==> src/spi_slave_pkg.sv <==
// shared constants for the serial slave with its receive buffer
// assumes one bus clock domain; pins are synchronised before use
// How it works
// - slave idle, data out floated while select high
// - select low: sample and shift per mode
// - load into shifter sets the empty flag
// - one received character per sent; buffer same cycle
// - receive complete flag while buffer holds data
// - select rising ends transaction, sets transmit complete
// - written data ready after three serial clocks
// - late data: send previously received character instead
// - empty flag rises three bus clocks later
// - single receive error: overflow status bit
// - overflow status sticks until written one
// - receiver disabled clears overflow status
// - immediate notify raises overflow at once
// - deferred notify: marker travels, reads as zero
package spi_slave_pkg;
   localparam logic [2:0] MODE_SLAVE     = 3'h2;
   localparam int         CHAR_BITS      = 8;
   localparam logic [2:0] LAST_BIT       = 3'h7;
   localparam logic [1:0] TX_LOAD_SCK    = 2'h3;
   localparam logic [1:0] EMPTY_DELAY_CLKS = 2'h3;
   localparam logic [1:0] EMPTY_FIRE       = 2'h1;
   localparam int         CLK_PERIOD_NS  = 25;
   localparam int         SYNC_STAGES    = 2;
   localparam int         ENTRY_BITS     = CHAR_BITS + 1;
   localparam logic [CHAR_BITS-1:0] MARK_DATA = 8'h00;

   typedef enum logic [1:0] {
      LINK_IDLE   = 2'b01,
      LINK_ACTIVE = 2'b10
   } link_state_e;
endpackage : spi_slave_pkg
==> src/rx_buffer_if.sv <==
// push/pop carrier between the link logic and the receive buffer
// assumes both ends on the bus clock
`timescale 1ns/10ps
interface rx_buffer_if #(parameter int W = 9);
   logic         push;
   logic [W-1:0] push_word;
   logic         pop;
   logic         flush;
   logic [W-1:0] head_word;
   logic         head_valid;
   logic         full;

   modport ctrl  (output push, push_word, pop, flush, input head_word, head_valid, full);
   modport store (input push, push_word, pop, flush, output head_word, head_valid, full);
endinterface : rx_buffer_if

==> src/pin_sync.sv <==
// two-flop synchroniser for pins arriving from outside the bus clock
// assumes inputs are quasi-static relative to the 25 ns clock
`timescale 1ns/10ps
module pin_sync #(
   parameter int W = 3
) (
   input  wire logic         clk,
   input  wire logic         rst_b,
   input  wire logic [W-1:0] async_in,
   output logic      [W-1:0] sync_out
);
   logic [W-1:0] stage1_ff;
   logic [W-1:0] stage2_ff;

   always_ff @(posedge clk or negedge rst_b) begin
      if (!rst_b) begin
         stage1_ff <= '1;
         stage2_ff <= '1;
      end else begin
         stage1_ff <= async_in;
         stage2_ff <= stage1_ff;
      end
   end

   assign sync_out = stage2_ff;
endmodule : pin_sync

==> src/rx_buffer.sv <==
// two-entry receive buffer; head entry is a register
// assumes the writer never pushes into a full buffer without a pop
`timescale 1ns/10ps
module rx_buffer (
   input  wire logic clk,
   input  wire logic rst_b,
   rx_buffer_if.store bif
);
   logic [$bits(bif.push_word)-1:0] ent0_ff;
   logic [$bits(bif.push_word)-1:0] ent1_ff;
   logic                            v0_ff;
   logic                            v1_ff;
   logic                            do_pop;

   assign do_pop = bif.pop && v0_ff;

   always_ff @(posedge clk or negedge rst_b) begin
      if (!rst_b) begin
         ent0_ff <= '0;
         ent1_ff <= '0;
         v0_ff   <= 1'b0;
         v1_ff   <= 1'b0;
      end else if (bif.flush) begin
         v0_ff <= 1'b0;
         v1_ff <= 1'b0;
      end else if (do_pop && bif.push) begin
         if (v1_ff) begin
            ent0_ff <= ent1_ff;
            ent1_ff <= bif.push_word;
         end else begin
            ent0_ff <= bif.push_word;
         end
      end else if (do_pop) begin
         ent0_ff <= ent1_ff;
         v0_ff   <= v1_ff;
         v1_ff   <= 1'b0;
      end else if (bif.push) begin
         if (!v0_ff) begin
            ent0_ff <= bif.push_word;
            v0_ff   <= 1'b1;
         end else if (!v1_ff) begin
            ent1_ff <= bif.push_word;
            v1_ff   <= 1'b1;
         end
      end
   end

   assign bif.head_word  = ent0_ff;
   assign bif.head_valid = v0_ff;
   assign bif.full       = v1_ff;
endmodule : rx_buffer

==> src/spi_slave_link.sv <==
// serial slave: shift engine, transmit holding buffer, flags and overflow handling
// assumes select, serial clock and data in are asynchronous pins, all else on clk
`timescale 1ns/10ps
module spi_slave_link (
   input  wire logic        clk,
   input  wire logic        rst_b,
   input  wire logic [2:0]  operating_mode_field,
   input  wire logic        clock_polarity,
   input  wire logic        clock_phase,
   input  wire logic        lsb_first,
   input  wire logic        immediate_overflow_notify,
   input  wire logic        rx_enable,
   // software side strobes, one clock each
   input  wire logic        data_wr,
   input  wire logic [7:0]  data_wdata,
   input  wire logic        data_rd,
   input  wire logic        tx_done_clear,
   input  wire logic        overflow_clear,
   input  wire logic        error_clear,
   // link pins, asynchronous to clk
   input  wire logic        ss_b_pin,
   input  wire logic        sck_pin,
   input  wire logic        mosi_pin,
   // pin drive and status, all straight from flip-flops
   output logic             miso_o,
   output logic             miso_oe,
   output logic [7:0]       rx_data,
   output logic             tx_register_empty_flag,
   output logic             receive_complete_flag,
   output logic             transmit_complete_flag,
   output logic             receive_overflow_status,
   output logic             error_flag
);
   localparam int CB = spi_slave_pkg::CHAR_BITS;

   function automatic logic [2:0] bit_pos(input logic [2:0] cnt, input logic lsb);
      bit_pos = lsb ? cnt : (spi_slave_pkg::LAST_BIT - cnt);
   endfunction : bit_pos

   function automatic logic [CB-1:0] shift_in(input logic [CB-1:0] sr, input logic b,
                                              input logic lsb);
      shift_in = lsb ? {b, sr[CB-1:1]} : {sr[CB-2:0], b};
   endfunction : shift_in

   // synchronised pins
   logic [2:0] pins_s;
   logic       ss_b_s;
   logic       sck_s;
   logic       mosi_s;

   pin_sync #(.W(3)) u_sync (
      .clk      (clk),
      .rst_b    (rst_b),
      .async_in ({ss_b_pin, sck_pin, mosi_pin}),
      .sync_out (pins_s)
   );
   assign ss_b_s = pins_s[2];
   assign sck_s  = pins_s[1];
   assign mosi_s = pins_s[0];

   rx_buffer_if #(.W(spi_slave_pkg::ENTRY_BITS)) bif ();

   rx_buffer u_rxbuf (
      .clk   (clk),
      .rst_b (rst_b),
      .bif   (bif)
   );

   spi_slave_pkg::link_state_e state_ff;
   spi_slave_pkg::link_state_e nxt_state;
   logic                       sck_q_ff;
   logic [2:0]                 bit_cnt_ff;
   logic [CB-1:0]              rx_sr_ff;
   logic [CB-1:0]              tx_sr_ff;
   logic [CB-1:0]              hold_ff;
   logic                       hold_full_ff;
   logic [1:0]                 sck_since_wr_ff;
   logic [1:0]                 empty_dly_ff;
   logic                       pend_ovf_ff;
   logic                       miso_ff;
   logic                       miso_oe_ff;
   logic [CB-1:0]              rx_data_ff;
   logic                       empty_ff;
   logic                       rx_done_ff;
   logic                       tx_done_ff;
   logic                       ovf_ff;
   logic                       err_ff;

   logic          slave_sel;
   logic          active;
   logic          sck_rise;
   logic          sck_fall;
   logic          lead_edge;
   logic          sample_ev;
   logic          char_done;
   logic [CB-1:0] rx_char;
   logic          load_ok;
   logic          rx_push;
   logic          overflow;
   logic          marker_push;
   logic          fifo_pop;
   logic          head_mark;
   logic          txn_end;

   assign slave_sel = (operating_mode_field == spi_slave_pkg::MODE_SLAVE);
   assign active    = (state_ff == spi_slave_pkg::LINK_ACTIVE);
   assign sck_rise  = sck_s && !sck_q_ff;
   assign sck_fall  = !sck_s && sck_q_ff;
   assign lead_edge = active && (clock_polarity ? sck_fall : sck_rise);
   // mode 0/2 sample on the leading edge, mode 1/3 on the trailing one
   assign sample_ev = active && ((clock_phase ^ clock_polarity) ? sck_fall : sck_rise);
   assign char_done = sample_ev && (bit_cnt_ff == spi_slave_pkg::LAST_BIT);
   assign rx_char   = shift_in(rx_sr_ff, mosi_s, lsb_first);
   assign load_ok   = hold_full_ff && (sck_since_wr_ff == spi_slave_pkg::TX_LOAD_SCK);
   assign txn_end   = active && ss_b_s;

   // receive buffer traffic
   assign fifo_pop    = data_rd && bif.head_valid;
   assign head_mark   = bif.head_word[CB];
   assign rx_push     = char_done && rx_enable;
   assign overflow    = rx_push && bif.full && !fifo_pop;
   // a deferred marker takes the slot freed by a read, but never beats a character
   assign marker_push = pend_ovf_ff && fifo_pop && !rx_push;
   assign bif.push      = (rx_push && !overflow) || marker_push;
   assign bif.push_word = rx_push ? {1'b0, rx_char} : {1'b1, spi_slave_pkg::MARK_DATA};
   assign bif.pop       = fifo_pop;
   assign bif.flush     = !rx_enable;

   always_comb begin
      nxt_state = state_ff;
      case (state_ff)
         spi_slave_pkg::LINK_IDLE: begin
            if (slave_sel && !ss_b_s) begin
               nxt_state = spi_slave_pkg::LINK_ACTIVE;
            end
         end
         spi_slave_pkg::LINK_ACTIVE: begin
            if (ss_b_s || !slave_sel) begin
               nxt_state = spi_slave_pkg::LINK_IDLE;
            end
         end
         default: nxt_state = spi_slave_pkg::LINK_IDLE;
      endcase
   end

   // link state and bit counter
   always_ff @(posedge clk or negedge rst_b) begin
      if (!rst_b) begin
         state_ff   <= spi_slave_pkg::LINK_IDLE;
         sck_q_ff   <= 1'b0;
         bit_cnt_ff <= 3'h0;
         rx_sr_ff   <= '0;
      end else begin
         state_ff <= nxt_state;
         sck_q_ff <= sck_s;
         if (!active) begin
            bit_cnt_ff <= 3'h0;
         end else if (sample_ev) begin
            bit_cnt_ff <= bit_cnt_ff + 3'h1;
            rx_sr_ff   <= rx_char;
         end
      end
   end

   // transmit shifter: loads at each character boundary
   always_ff @(posedge clk or negedge rst_b) begin
      if (!rst_b) begin
         tx_sr_ff <= '0;
      end else if (char_done) begin
         // late or missing data: echo what was just received
         // echoing keeps the line defined rather than resending stale data
         if (load_ok) begin
            tx_sr_ff <= hold_ff;
         end else begin
            tx_sr_ff <= rx_char;
         end
      end
   end

   // pin outputs; bit shown is the one the master samples next
   always_ff @(posedge clk or negedge rst_b) begin
      if (!rst_b) begin
         miso_ff    <= 1'b0;
         miso_oe_ff <= 1'b0;
      end else begin
         miso_ff    <= tx_sr_ff[bit_pos(bit_cnt_ff, lsb_first)];
         miso_oe_ff <= (nxt_state == spi_slave_pkg::LINK_ACTIVE);
      end
   end

   // transmit holding buffer and its readiness count in serial clocks
   always_ff @(posedge clk or negedge rst_b) begin
      if (!rst_b) begin
         hold_ff         <= '0;
         hold_full_ff    <= 1'b0;
         sck_since_wr_ff <= 2'h0;
      end else if (data_wr) begin
         hold_ff         <= data_wdata;
         hold_full_ff    <= 1'b1;
         sck_since_wr_ff <= 2'h0;
      end else begin
         if (char_done && load_ok) begin
            hold_full_ff <= 1'b0;
         end
         if (lead_edge && hold_full_ff && sck_since_wr_ff != spi_slave_pkg::TX_LOAD_SCK) begin
            sck_since_wr_ff <= sck_since_wr_ff + 2'h1;
         end
      end
   end

   // empty flag: cleared by a write, set a fixed delay after the load
   // the set wins over a coincident write, so a load is never hidden
   always_ff @(posedge clk or negedge rst_b) begin
      if (!rst_b) begin
         empty_dly_ff <= 2'h0;
         empty_ff     <= 1'b1;
      end else begin
         if (char_done && load_ok) begin
            empty_dly_ff <= spi_slave_pkg::EMPTY_DELAY_CLKS;
         end else if (empty_dly_ff != 2'h0) begin
            empty_dly_ff <= empty_dly_ff - 2'h1;
         end
         if (empty_dly_ff == spi_slave_pkg::EMPTY_FIRE) begin
            empty_ff <= 1'b1;
         end else if (data_wr) begin
            empty_ff <= 1'b0;
         end
      end
   end

   // transaction end
   // not gated by the holding buffer: any select rise while active ends it
   always_ff @(posedge clk or negedge rst_b) begin
      if (!rst_b) begin
         tx_done_ff <= 1'b0;
      end else if (txn_end) begin
         tx_done_ff <= 1'b1;
      end else if (tx_done_clear) begin
         tx_done_ff <= 1'b0;
      end
   end

   // read side of the receive buffer
   always_ff @(posedge clk or negedge rst_b) begin
      if (!rst_b) begin
         rx_data_ff <= '0;
         rx_done_ff <= 1'b0;
      end else begin
         if (fifo_pop) begin
            rx_data_ff <= head_mark ? spi_slave_pkg::MARK_DATA : bif.head_word[CB-1:0];
         end
         // one clock behind occupancy; software polls between reads
         rx_done_ff <= bif.head_valid;
      end
   end

   // overflow: immediate or deferred through the buffer
   always_ff @(posedge clk or negedge rst_b) begin
      if (!rst_b) begin
         pend_ovf_ff <= 1'b0;
         ovf_ff      <= 1'b0;
         err_ff      <= 1'b0;
      end else begin
         if (!rx_enable || marker_push) begin
            pend_ovf_ff <= 1'b0;
         end else if (overflow && !immediate_overflow_notify) begin
            pend_ovf_ff <= 1'b1;
         end
         if (!rx_enable) begin
            ovf_ff <= 1'b0;
         end else if ((overflow && immediate_overflow_notify) || (fifo_pop && head_mark)) begin
            ovf_ff <= 1'b1;
         end else if (overflow_clear) begin
            ovf_ff <= 1'b0;
         end
         if (fifo_pop && head_mark) begin
            err_ff <= 1'b1;
         end else if (error_clear) begin
            err_ff <= 1'b0;
         end
      end
   end

   assign miso_o                  = miso_ff;
   assign miso_oe                 = miso_oe_ff;
   assign rx_data                 = rx_data_ff;
   assign tx_register_empty_flag  = empty_ff;
   assign receive_complete_flag   = rx_done_ff;
   assign transmit_complete_flag  = tx_done_ff;
   assign receive_overflow_status = ovf_ff;
   assign error_flag              = err_ff;
endmodule : spi_slave_link

==> config.mk <==
export PLATFORM = sky130hd
export DESIGN_NAME = spi_slave_link
export DESIGN_NICKNAME = d
export VERILOG_FILES = /design/src/spi_slave_pkg.sv /design/src/rx_buffer_if.sv /design/src/pin_sync.sv /design/src/rx_buffer.sv /design/src/spi_slave_link.sv
export SDC_FILE = /design/constraint.sdc
export NUM_CORES = 1
export LEC_CHECK = 0
export BUFFER_PORTS_ARGS = -buffer_cell sky130_fd_sc_hd__buf_2
export CAP_MARGIN = 40
export CORE_ASPECT_RATIO = 1.75
export CORE_MARGIN = 10
export CORE_UTILIZATION = 58
export CTS_CLUSTER_DIAMETER = 150
export DETAILED_ROUTE_END_ITERATION = 16
export PLACE_DENSITY = 0.79
export SYNTH_ARGS = -nofsm -noshare
export SYNTH_HDL_FRONTEND = slang
export SYNTH_SLANG_ARGS = --single-unit
export TNS_END_PERCENT = 50
==> constraint.sdc <==
create_clock -name clk -period 2.6 [get_ports clk]
set_clock_uncertainty 0.1 [all_clocks]
set_input_delay 0.26 -clock clk [delete_from_list [all_inputs] [get_ports clk]]
set_output_delay 0.26 -clock clk [all_outputs]
set_load 0.1 [all_outputs]
==> flow_summary.ini, run 1 <==
[clocking]
clock-sinks = 77
cts_tree = yes
path_clk_slew_ps = 70
h-tree-depth = 3
numCtsBuffers = 9
cts_resized = 0
root_buffer = clkbuf_8
max-clock-path-buffers = 2
clkLatencyLatePin_ps = 370

[routing]
wirelength_um = 7458
wl_per_cell_um = 14.80
drc = 0
antenna_left = 0
initialDrtViolationCount = 238
firstDrtPassIters = 4
vias = 2806
vias_per_cell = 5.567

[logic_synthesis]
synth-warning-count = 0
syn_avg_cell_area_um2 = 10.10
synth.yosys.seq_area_share_pct = 51.43
ys_ff_latch = 77
syn_inst = 373
syn-cell-area_um2 = 3766
ys_types = 42
syn_nets = 406

[placed_design]
post-place-ws_ps = 164.4
io_buffers = 40
gp_congestion = 0.8055
detailed_place_hpwl_um = 5410

[setup_path]
crit_required_ps = 2750
crit_chain = ha_1, ha_1, and4b_1, mux2i_2, or3_4, a21oi_4, mux2_2
crit_arrival_ps = 2580
crit_path_start_kind = flip-flop
worstSetupPathType = reg -> reg
cp_max_fo = 9
r2r_setup_slack_ps = 180
rr_worst_depth = 7
critical_path.endpoint_type = flip-flop
r2r-start = bit_cnt_ff[0]
max_stage_delay_ps = 480
critPathSlowestCell = dfrtp_1
r2r-end = u_rxbuf.ent1_ff[4]
worst_path_most_repeated_cell = ha_1

[global_route]
track_usage_pct = 15.88
grt_busiest_layer = met2
antenna_found_initial = 0
grt_overflow = 0
use_met1_pct = 16.59
grt_pass1_wl_um = 12940
met2_usage_pct = 27.26
grt_pass1_vias = 2895
grt_start_max_net_pins = 42
grtUsageMet3_pct = 5.021

[die]
initial_core_util_pct = 60.01
fp.dieW_um = 80.92
io_pins = 41
fp.dieH_um = 126.6
die_area_um2 = 10240
coreArea_um2 = 6276
rows = 38

[timing]
fin_tns_setup_ps = 0
hold_viol_final = 0
setup_viol = 0
finalCritPeriodShare_pct = 93.23
worst_slack_ps = 176.1
worst_pin_slew_ps = 623.8
maxSlewViolCount = 0
relSlewSlack_pct = 57.22
fin_crit_ps = 2424
max_freq_mhz = 412.6
rsz0062_at_grt = false

[worst_hold_path]
hp-class = in -> reg
hold_path_depth = 2
hold-path-endpoint = hold_ff[6]
worstHoldStart = data_wdata[6]

[finish]
fillers = 511
insertedDiodeCount = 0
drive_gt1_share_pct = 22.41
utilization_pct = 68.18
area_growth_pct = 13.62
final_nets = 452

[run]
drv_cap = 0

[power]
finalPower_uw = 2227
p_per_area_nw_per_um2 = 520.4
vdd_drop_max_mv = 0.3680
p_leak_uw = 0.001979

[status]
status = completed
==> routing by layer <==
layer / wire (um) / share of wire (%)
met1: 2969 / 40
met2: 3957 / 53
met3: 372 / 5.0
met4: 159 / 2.1
met5: 0 / 0
==> report_power, final <==
group / internal [uW] / switching (uW)
clock network: 343 / 406
logic: 82.0 / 131
registers: 1240 / 20.5
==> cells in the final DEF (no fill, tap or decap), drive strengths merged <==
| master | synthesis | layout |
|---|---|---|
| dfrtp | 69 | 69 |
| nand2 | 63 | 63 |
| o21ai | 55 | 55 |
| buf | 10 | 49 |
| mux2 | 20 | 20 |
| mux2i | 17 | 17 |
| nor2 | 14 | 14 |
| inv | 13 | 13 |
| clkbuf | 10 | 13 |
| nor3 | 11 | 11 |
| nand3b | 9 | 9 |
| a211oi | 8 | 8 |
| a221o | 8 | 8 |
| dfstp | 8 | 8 |
| ha | 7 | 7 |
| nor2b | 6 | 6 |
| nand2b | 6 | 6 |
| dlygate4sd3 | 0 | 6 |
| a21oi | 5 | 5 |
| nand3 | 4 | 4 |
| and2 | 4 | 4 |
| o22ai | 3 | 3 |
| and4b | 3 | 3 |
| clkinv | 0 | 3 |
| nor3b | 2 | 2 |
| xor2 | 2 | 2 |
| o211ai | 2 | 2 |
| a21o | 2 | 2 |
| xnor2 | 2 | 2 |
| or4b | 1 | 1 |
| a32oi | 1 | 1 |
| a31oi | 1 | 1 |
| a311oi | 1 | 1 |
| a31o | 1 | 1 |
| o31a | 1 | 1 |
| o2bb2a | 1 | 1 |
| a2bb2oi | 1 | 1 |
| or3 | 1 | 1 |
| o221ai | 1 | 1 |
==> Yosys cell counts, drive strengths merged <==
| master | number | area, um^2 |
|---|---|---|
| o31a | 1 | 8.760 |
| ha | 7 | 87.58 |
| and2 | 4 | 25.02 |
| dfrtp | 69 | 1727 |
| nand2 | 63 | 236.5 |
| nand3 | 4 | 20.02 |
| a2bb2oi | 1 | 8.760 |
| or4b | 1 | 10.01 |
| a311oi | 1 | 8.760 |
| a211oi | 8 | 60.06 |
| nand2b | 6 | 37.54 |
| o22ai | 3 | 18.77 |
| buf | 10 | 50.05 |
| nor2 | 14 | 52.55 |
| nand3b | 9 | 67.56 |
| o211ai | 2 | 15.01 |
| mux2 | 20 | 225.2 |
| o221ai | 1 | 8.760 |
| a221o | 8 | 80.08 |
| a32oi | 1 | 8.760 |
| xnor2 | 2 | 25.03 |
| nor3b | 2 | 15.01 |
| or3 | 1 | 11.26 |
| mux2i | 17 | 170.2 |
| xor2 | 2 | 17.52 |
| a31oi | 1 | 6.260 |
| a31o | 1 | 8.760 |
| clkbuf | 10 | 37.54 |
| nor3 | 11 | 55.05 |
| inv | 13 | 48.80 |
| and4b | 3 | 30.03 |
| dfstp | 8 | 210.2 |
| a21oi | 5 | 36.29 |
| a21o | 2 | 15.01 |
| o21ai | 55 | 275.3 |
| nor2b | 6 | 37.54 |
| o2bb2a | 1 | 10.01 |
==> what timing repair did <==
item	in CTS	in global routing
buffers inserted	0	0
hold buffers	6	0
endpoints found under the hold margin	34	0
==> area by class of cell <==
cell class	instances	area, um^2	share of cell area [%]
clock buffers	13	138.9	3.246
inverters	13	48.80	1.140
well taps	80	100.1	2.339
clock inverters	3	15.01	0.3509
flip-flops and latches	77	1937	45.26
multi-input cells	263	1697	39.65
repair buffers	55	342.8	8.012
==> registers in the layout, summed over array words and instances (netlist names), 2 cells and up <==
signal	cells
u_rxbuf.ent1_ff	9
u_sync.stage1_ff	3
rx_sr_ff	8
bit_cnt_ff	3
tx_sr_ff	8
empty_dly_ff	2
u_sync.sync_out	3
sck_since_wr_ff	2
rx_data	8
hold_ff	8
u_rxbuf.bif.head_word	9
state_ff	2
==> how the worst max path moves through the flow <==
stage | startpoint | endpoint | slack, ps | cells past startpoint
floorplan | bit_cnt_ff[0] | u_rxbuf.ent1_ff[0] | 300 | 7
global placement | bit_cnt_ff[0] | u_rxbuf.ent1_ff[4] | 260 | 7
detailed placement | bit_cnt_ff[0] | u_rxbuf.ent1_ff[4] | 160 | 7
CTS | bit_cnt_ff[0] | u_rxbuf.ent1_ff[4] | 160 | 7
global route | bit_cnt_ff[0] | u_rxbuf.ent1_ff[4] | 50 | 7
finish | bit_cnt_ff[0] | u_rxbuf.ent1_ff[4] | 180 | 7
==> worst max-delay path, delay by kind of cell, from the launching register on <==
| family | cells | cell delay, ps |
|---|---|---|
| AOI/OAI and AO/OA | 1 | 320 |
| adders and majority gates | 2 | 340 |
| DFF | 1 | 480 |
| muxes | 2 | 490 |
| and+or+nand+nor | 2 | 590 |
==> metrics by stage <==
step / cell area [um^2] / instances / hold WS, ps
finish: 4279 / 504 / 24.89
global route: 4279 / 504 / 19.29
CTS: 4279 / 504 / 21.22
detailed placement: 4065 / 482 / 145.9
global placement: 4045 / 481 / 245.5
floorplan: 3766 / 373 / -135.6
==> kinds of logic after synthesis <==
kind of cell             Yosys count  synth area share [%]
multiplexers                      37                 10.50
buffers and inverters             33                 3.622
AO/OA/AOI/OAI                     91                 15.12
AND/OR/NAND/NOR                  124                 15.88
flip-flops                        77                 51.43
adder cells (fa/ha/maj)            7                 2.325
XOR/XNOR                           4                 1.130
Note: power is estimated with default switching activity, not from simulation.
==> inputs of run 2 (changes only) <==
- SKIP_CTS_REPAIR_TIMING: default -> 1
- SYNTH_HIERARCHICAL: default -> 1
==> run 2 against run 1 <==
Maximum frequency decreased by 0.72%; global-route usage about the same; core utilization grew 0.95 points; clock-buffer cell count up 1; cell area is 0.91% lower; critical path depth is 3 higher; combinational power up 24%; register-to-register slack worse by 20 ps; sequential power barely moved; clock power up 1%; synthesized cell count shrank 5.6%; wire length is 0.38% higher.
==> flow_summary.ini, run 2 <==
[logic_synthesis]
ys_top_cells_by_area = dfrtp_1, o21ai_0, dfstp_2
yosysMostFrequentCell = dfrtp_1
syn_avg_cell_area_um2 = 10.32
synth_top_cell_by_area = dfrtp_1
synth_edf_count = 0
syn_inst = 352
synth-async-reset-ratio_pct = 100.0
synth_top_area_share_pct = 47.54
ys_types = 44
ys_top_cells_by_count = dfrtp_1, o21ai_0, nand2_1
synth-warning-count = 6
syn_nets = 385
syn-cell-area_um2 = 3632
synth_ff_type = dfrtp_1
ys_ff_latch = 77
synth.yosys.seq_area_share_pct = 53.32

[placed_design]
gp_congestion = 0.8381
dpl_cell_area_um2 = 4005
detailed_place_hpwl_um = 5557
io_buffers = 40

[finish]
final_common_cell = dfrtp_1
insertedDiodeCount = 0
fillers = 484
final_nets = 438
final_cell_mix = dfrtp_1, o21ai_0, buf_2
area_growth_pct = 16.74
drive_gt1_share_pct = 24.88
post-route-cell-area_um2 = 4240

[clocking]
h-tree-depth = 3
max-clock-path-buffers = 2
clock-sinks = 77
numCtsBuffers = 9
cts_tree = yes
root_buffer = clkbuf_8
clkLatencyLatePin_ps = 360
path_clk_slew_ps = 80

[timing]
fin_tns_setup_ps = 0
holdWs_ps = 35.16
rsz0062_at_grt = false
setup_viol = 0
hold_viol_final = 0
relSlewSlack_pct = 65.43
max_freq_mhz = 409.6
fin_crit_ps = 2441
finalCritPeriodShare_pct = 93.90
maxSlewViolCount = 0
worst_pin_slew_ps = 504.1

[power]
clkPwrFrac_pct = 32.8
p_leak_uw = 0.001975
p_switching_uw = 608.5
share_comb_of_total_power_pct = 11.4
intPower_uw = 1702
vdd_drop_max_mv = 0.4495
p_per_area_nw_per_um2 = 544.8
netSwitchingFraction_pct = 26.34
seqPwrFrac_pct = 55.8

[worst_hold_path]
hp-class = in -> reg
hold_path_depth = 2
worstHoldStart = data_wdata[0]
hold-path-endpoint = hold_ff[0]

[routing]
vias = 2738
antenna_left = 0
wirelength_um = 7486
vias_per_cell = 5.588
drc = 0
initialDrtViolationCount = 182
firstDrtPassIters = 6
wl_per_cell_um = 15.28

[run]
drv_cap = 0

[die]
fp.dieH_um = 124.7
die_area_um2 = 9952
rows = 38
io_pins = 41
coreArea_um2 = 6133
fp.dieW_um = 79.82
initial_core_util_pct = 59.22

[status]
status = completed

[setup_path]
worst-path-buf-inv = 2
r2r-end = u_rxbuf/ent1_ff[3]
critPathSlowestCell = dfstp_2
crit_family = simple AND/OR/NAND/NOR gates
crit_required_ps = 2740
crit_arrival_ps = 2590
crit_chain = inv_1, ha_1, nand4b_1, mux2_4, or2_4, o2bb2ai_4, nand2_2, nor3_4, buf_12, mux2_2
cp_max_fo = 11
crit_path_start_kind = flip-flop
critical_path.endpoint_type = flip-flop
rr_worst_depth = 10
r2r-start = state_ff[0]
worstSetupPathType = reg -> reg
max_stage_delay_ps = 390
r2r_setup_slack_ps = 160

[global_route]
grt_start_max_net_pins = 55
track_usage_pct = 15.86
antenna_found_initial = 0
grt_overflow = 0
grt_pass1_wl_um = 12830
grt_pass1_vias = 2860
==> run 2: cell types whose count changed after synthesis, moves of 9 or more <==
| cell | previous run | this run |
|---|---|---|
| nand2_1 | 63 | 35 |
| o21ai_0 | 47 | 59 |
| a21oi_1 | 4 | 15 |
| a31oi_1 | 1 | 10 |
| nor3_1 | 11 | 2 |
==> run 2: final cells by class <==
type | count | area [um^2] | area share [%]
clock buffer | 14 | 142.6 | 3.364
clock inverter | 2 | 10.01 | 0.2361
inverter | 14 | 52.55 | 1.239
multi-input combinational | 245 | 1613 | 38.03
sequential | 77 | 1937 | 45.68
tap | 80 | 100.1 | 2.361
timing repair buffer | 58 | 385.4 | 9.088
==> run 2: cell families (layout without fill, tap and decap cells) <==
kind of cell | after synthesis | in the layout | synth area share (%)
adder cells (fa/ha/maj) | 7 | 7 | 2.411
multiplexers | 35 | 35 | 10.54
XOR/XNOR | 5 | 5 | 1.206
buffers and inverters | 30 | 88 | 3.514
flip-flops | 77 | 77 | 53.32
AND/OR/NAND/NOR | 101 | 101 | 13.99
AO/OA/AOI/OAI | 97 | 97 | 15.02
==> run 2: worst max-delay path by stage <==
stage                     slack, ps  cells past startpoint                        to     startpoint
after floorplan                 -30                     10        u_rxbuf/ent1_ff[0]  bit_cnt_ff[1]
after global placement           60                      9        u_rxbuf/ent1_ff[7]    state_ff[0]
after detailed placement        -20                      9        u_rxbuf/ent1_ff[7]    state_ff[0]
after CTS                       -40                      9        u_rxbuf/ent1_ff[7]    state_ff[0]
after global routing             20                     11  u_rxbuf/bif.head_word[1]    state_ff[0]
final                           160                     10        u_rxbuf/ent1_ff[3]    state_ff[0]
==> run 2: per-stage QoR <==
stage	instances	setup WS, ps	power (uW)	util [%]
after global placement	466	60.94	1547	64.85
final	490	158.5	2310	69.14
after global routing	490	20.08	2402	69.14
after CTS	483	-38.44	2316	67.79
after detailed placement	467	-18.16	1570	65.30
after floorplan	352	-25.42	1473	-
==> run 2: metal layers <==
layer	track usage [%]	share of wire, %	routed length [um]	vias to the layer above
li1	-	-	-	1336
met1	15.17	36	2720	1332
met2	28.71	57	4253	54
met3	4.913	4.5	340	16
met4	8.229	2.3	172	0
met5	0	0	0	-
==> run 2: power groups by stage <==
| stage | clock network (uW) | registers [uW] | logic (uW) |
|---|---|---|---|
| final | 757 | 1290 | 264 |
| after global routing | 815 | 1300 | 292 |
| after CTS | 767 | 1290 | 259 |
| after detailed placement | 0 | 1310 | 258 |
| after global placement | 0 | 1310 | 239 |
| after floorplan | 0 | 1350 | 124 |
==> run 2: worst reg2reg max path, delay by kind of cell (launching register included) <==
family / cells / cell delay, ps
AOI/OAI and AO/OA: 1 / 140
DFF: 1 / 390
adders and majority gates: 1 / 250
muxes: 2 / 610
buffers and inverters: 2 / 210
and+or+nand+nor: 4 / 650
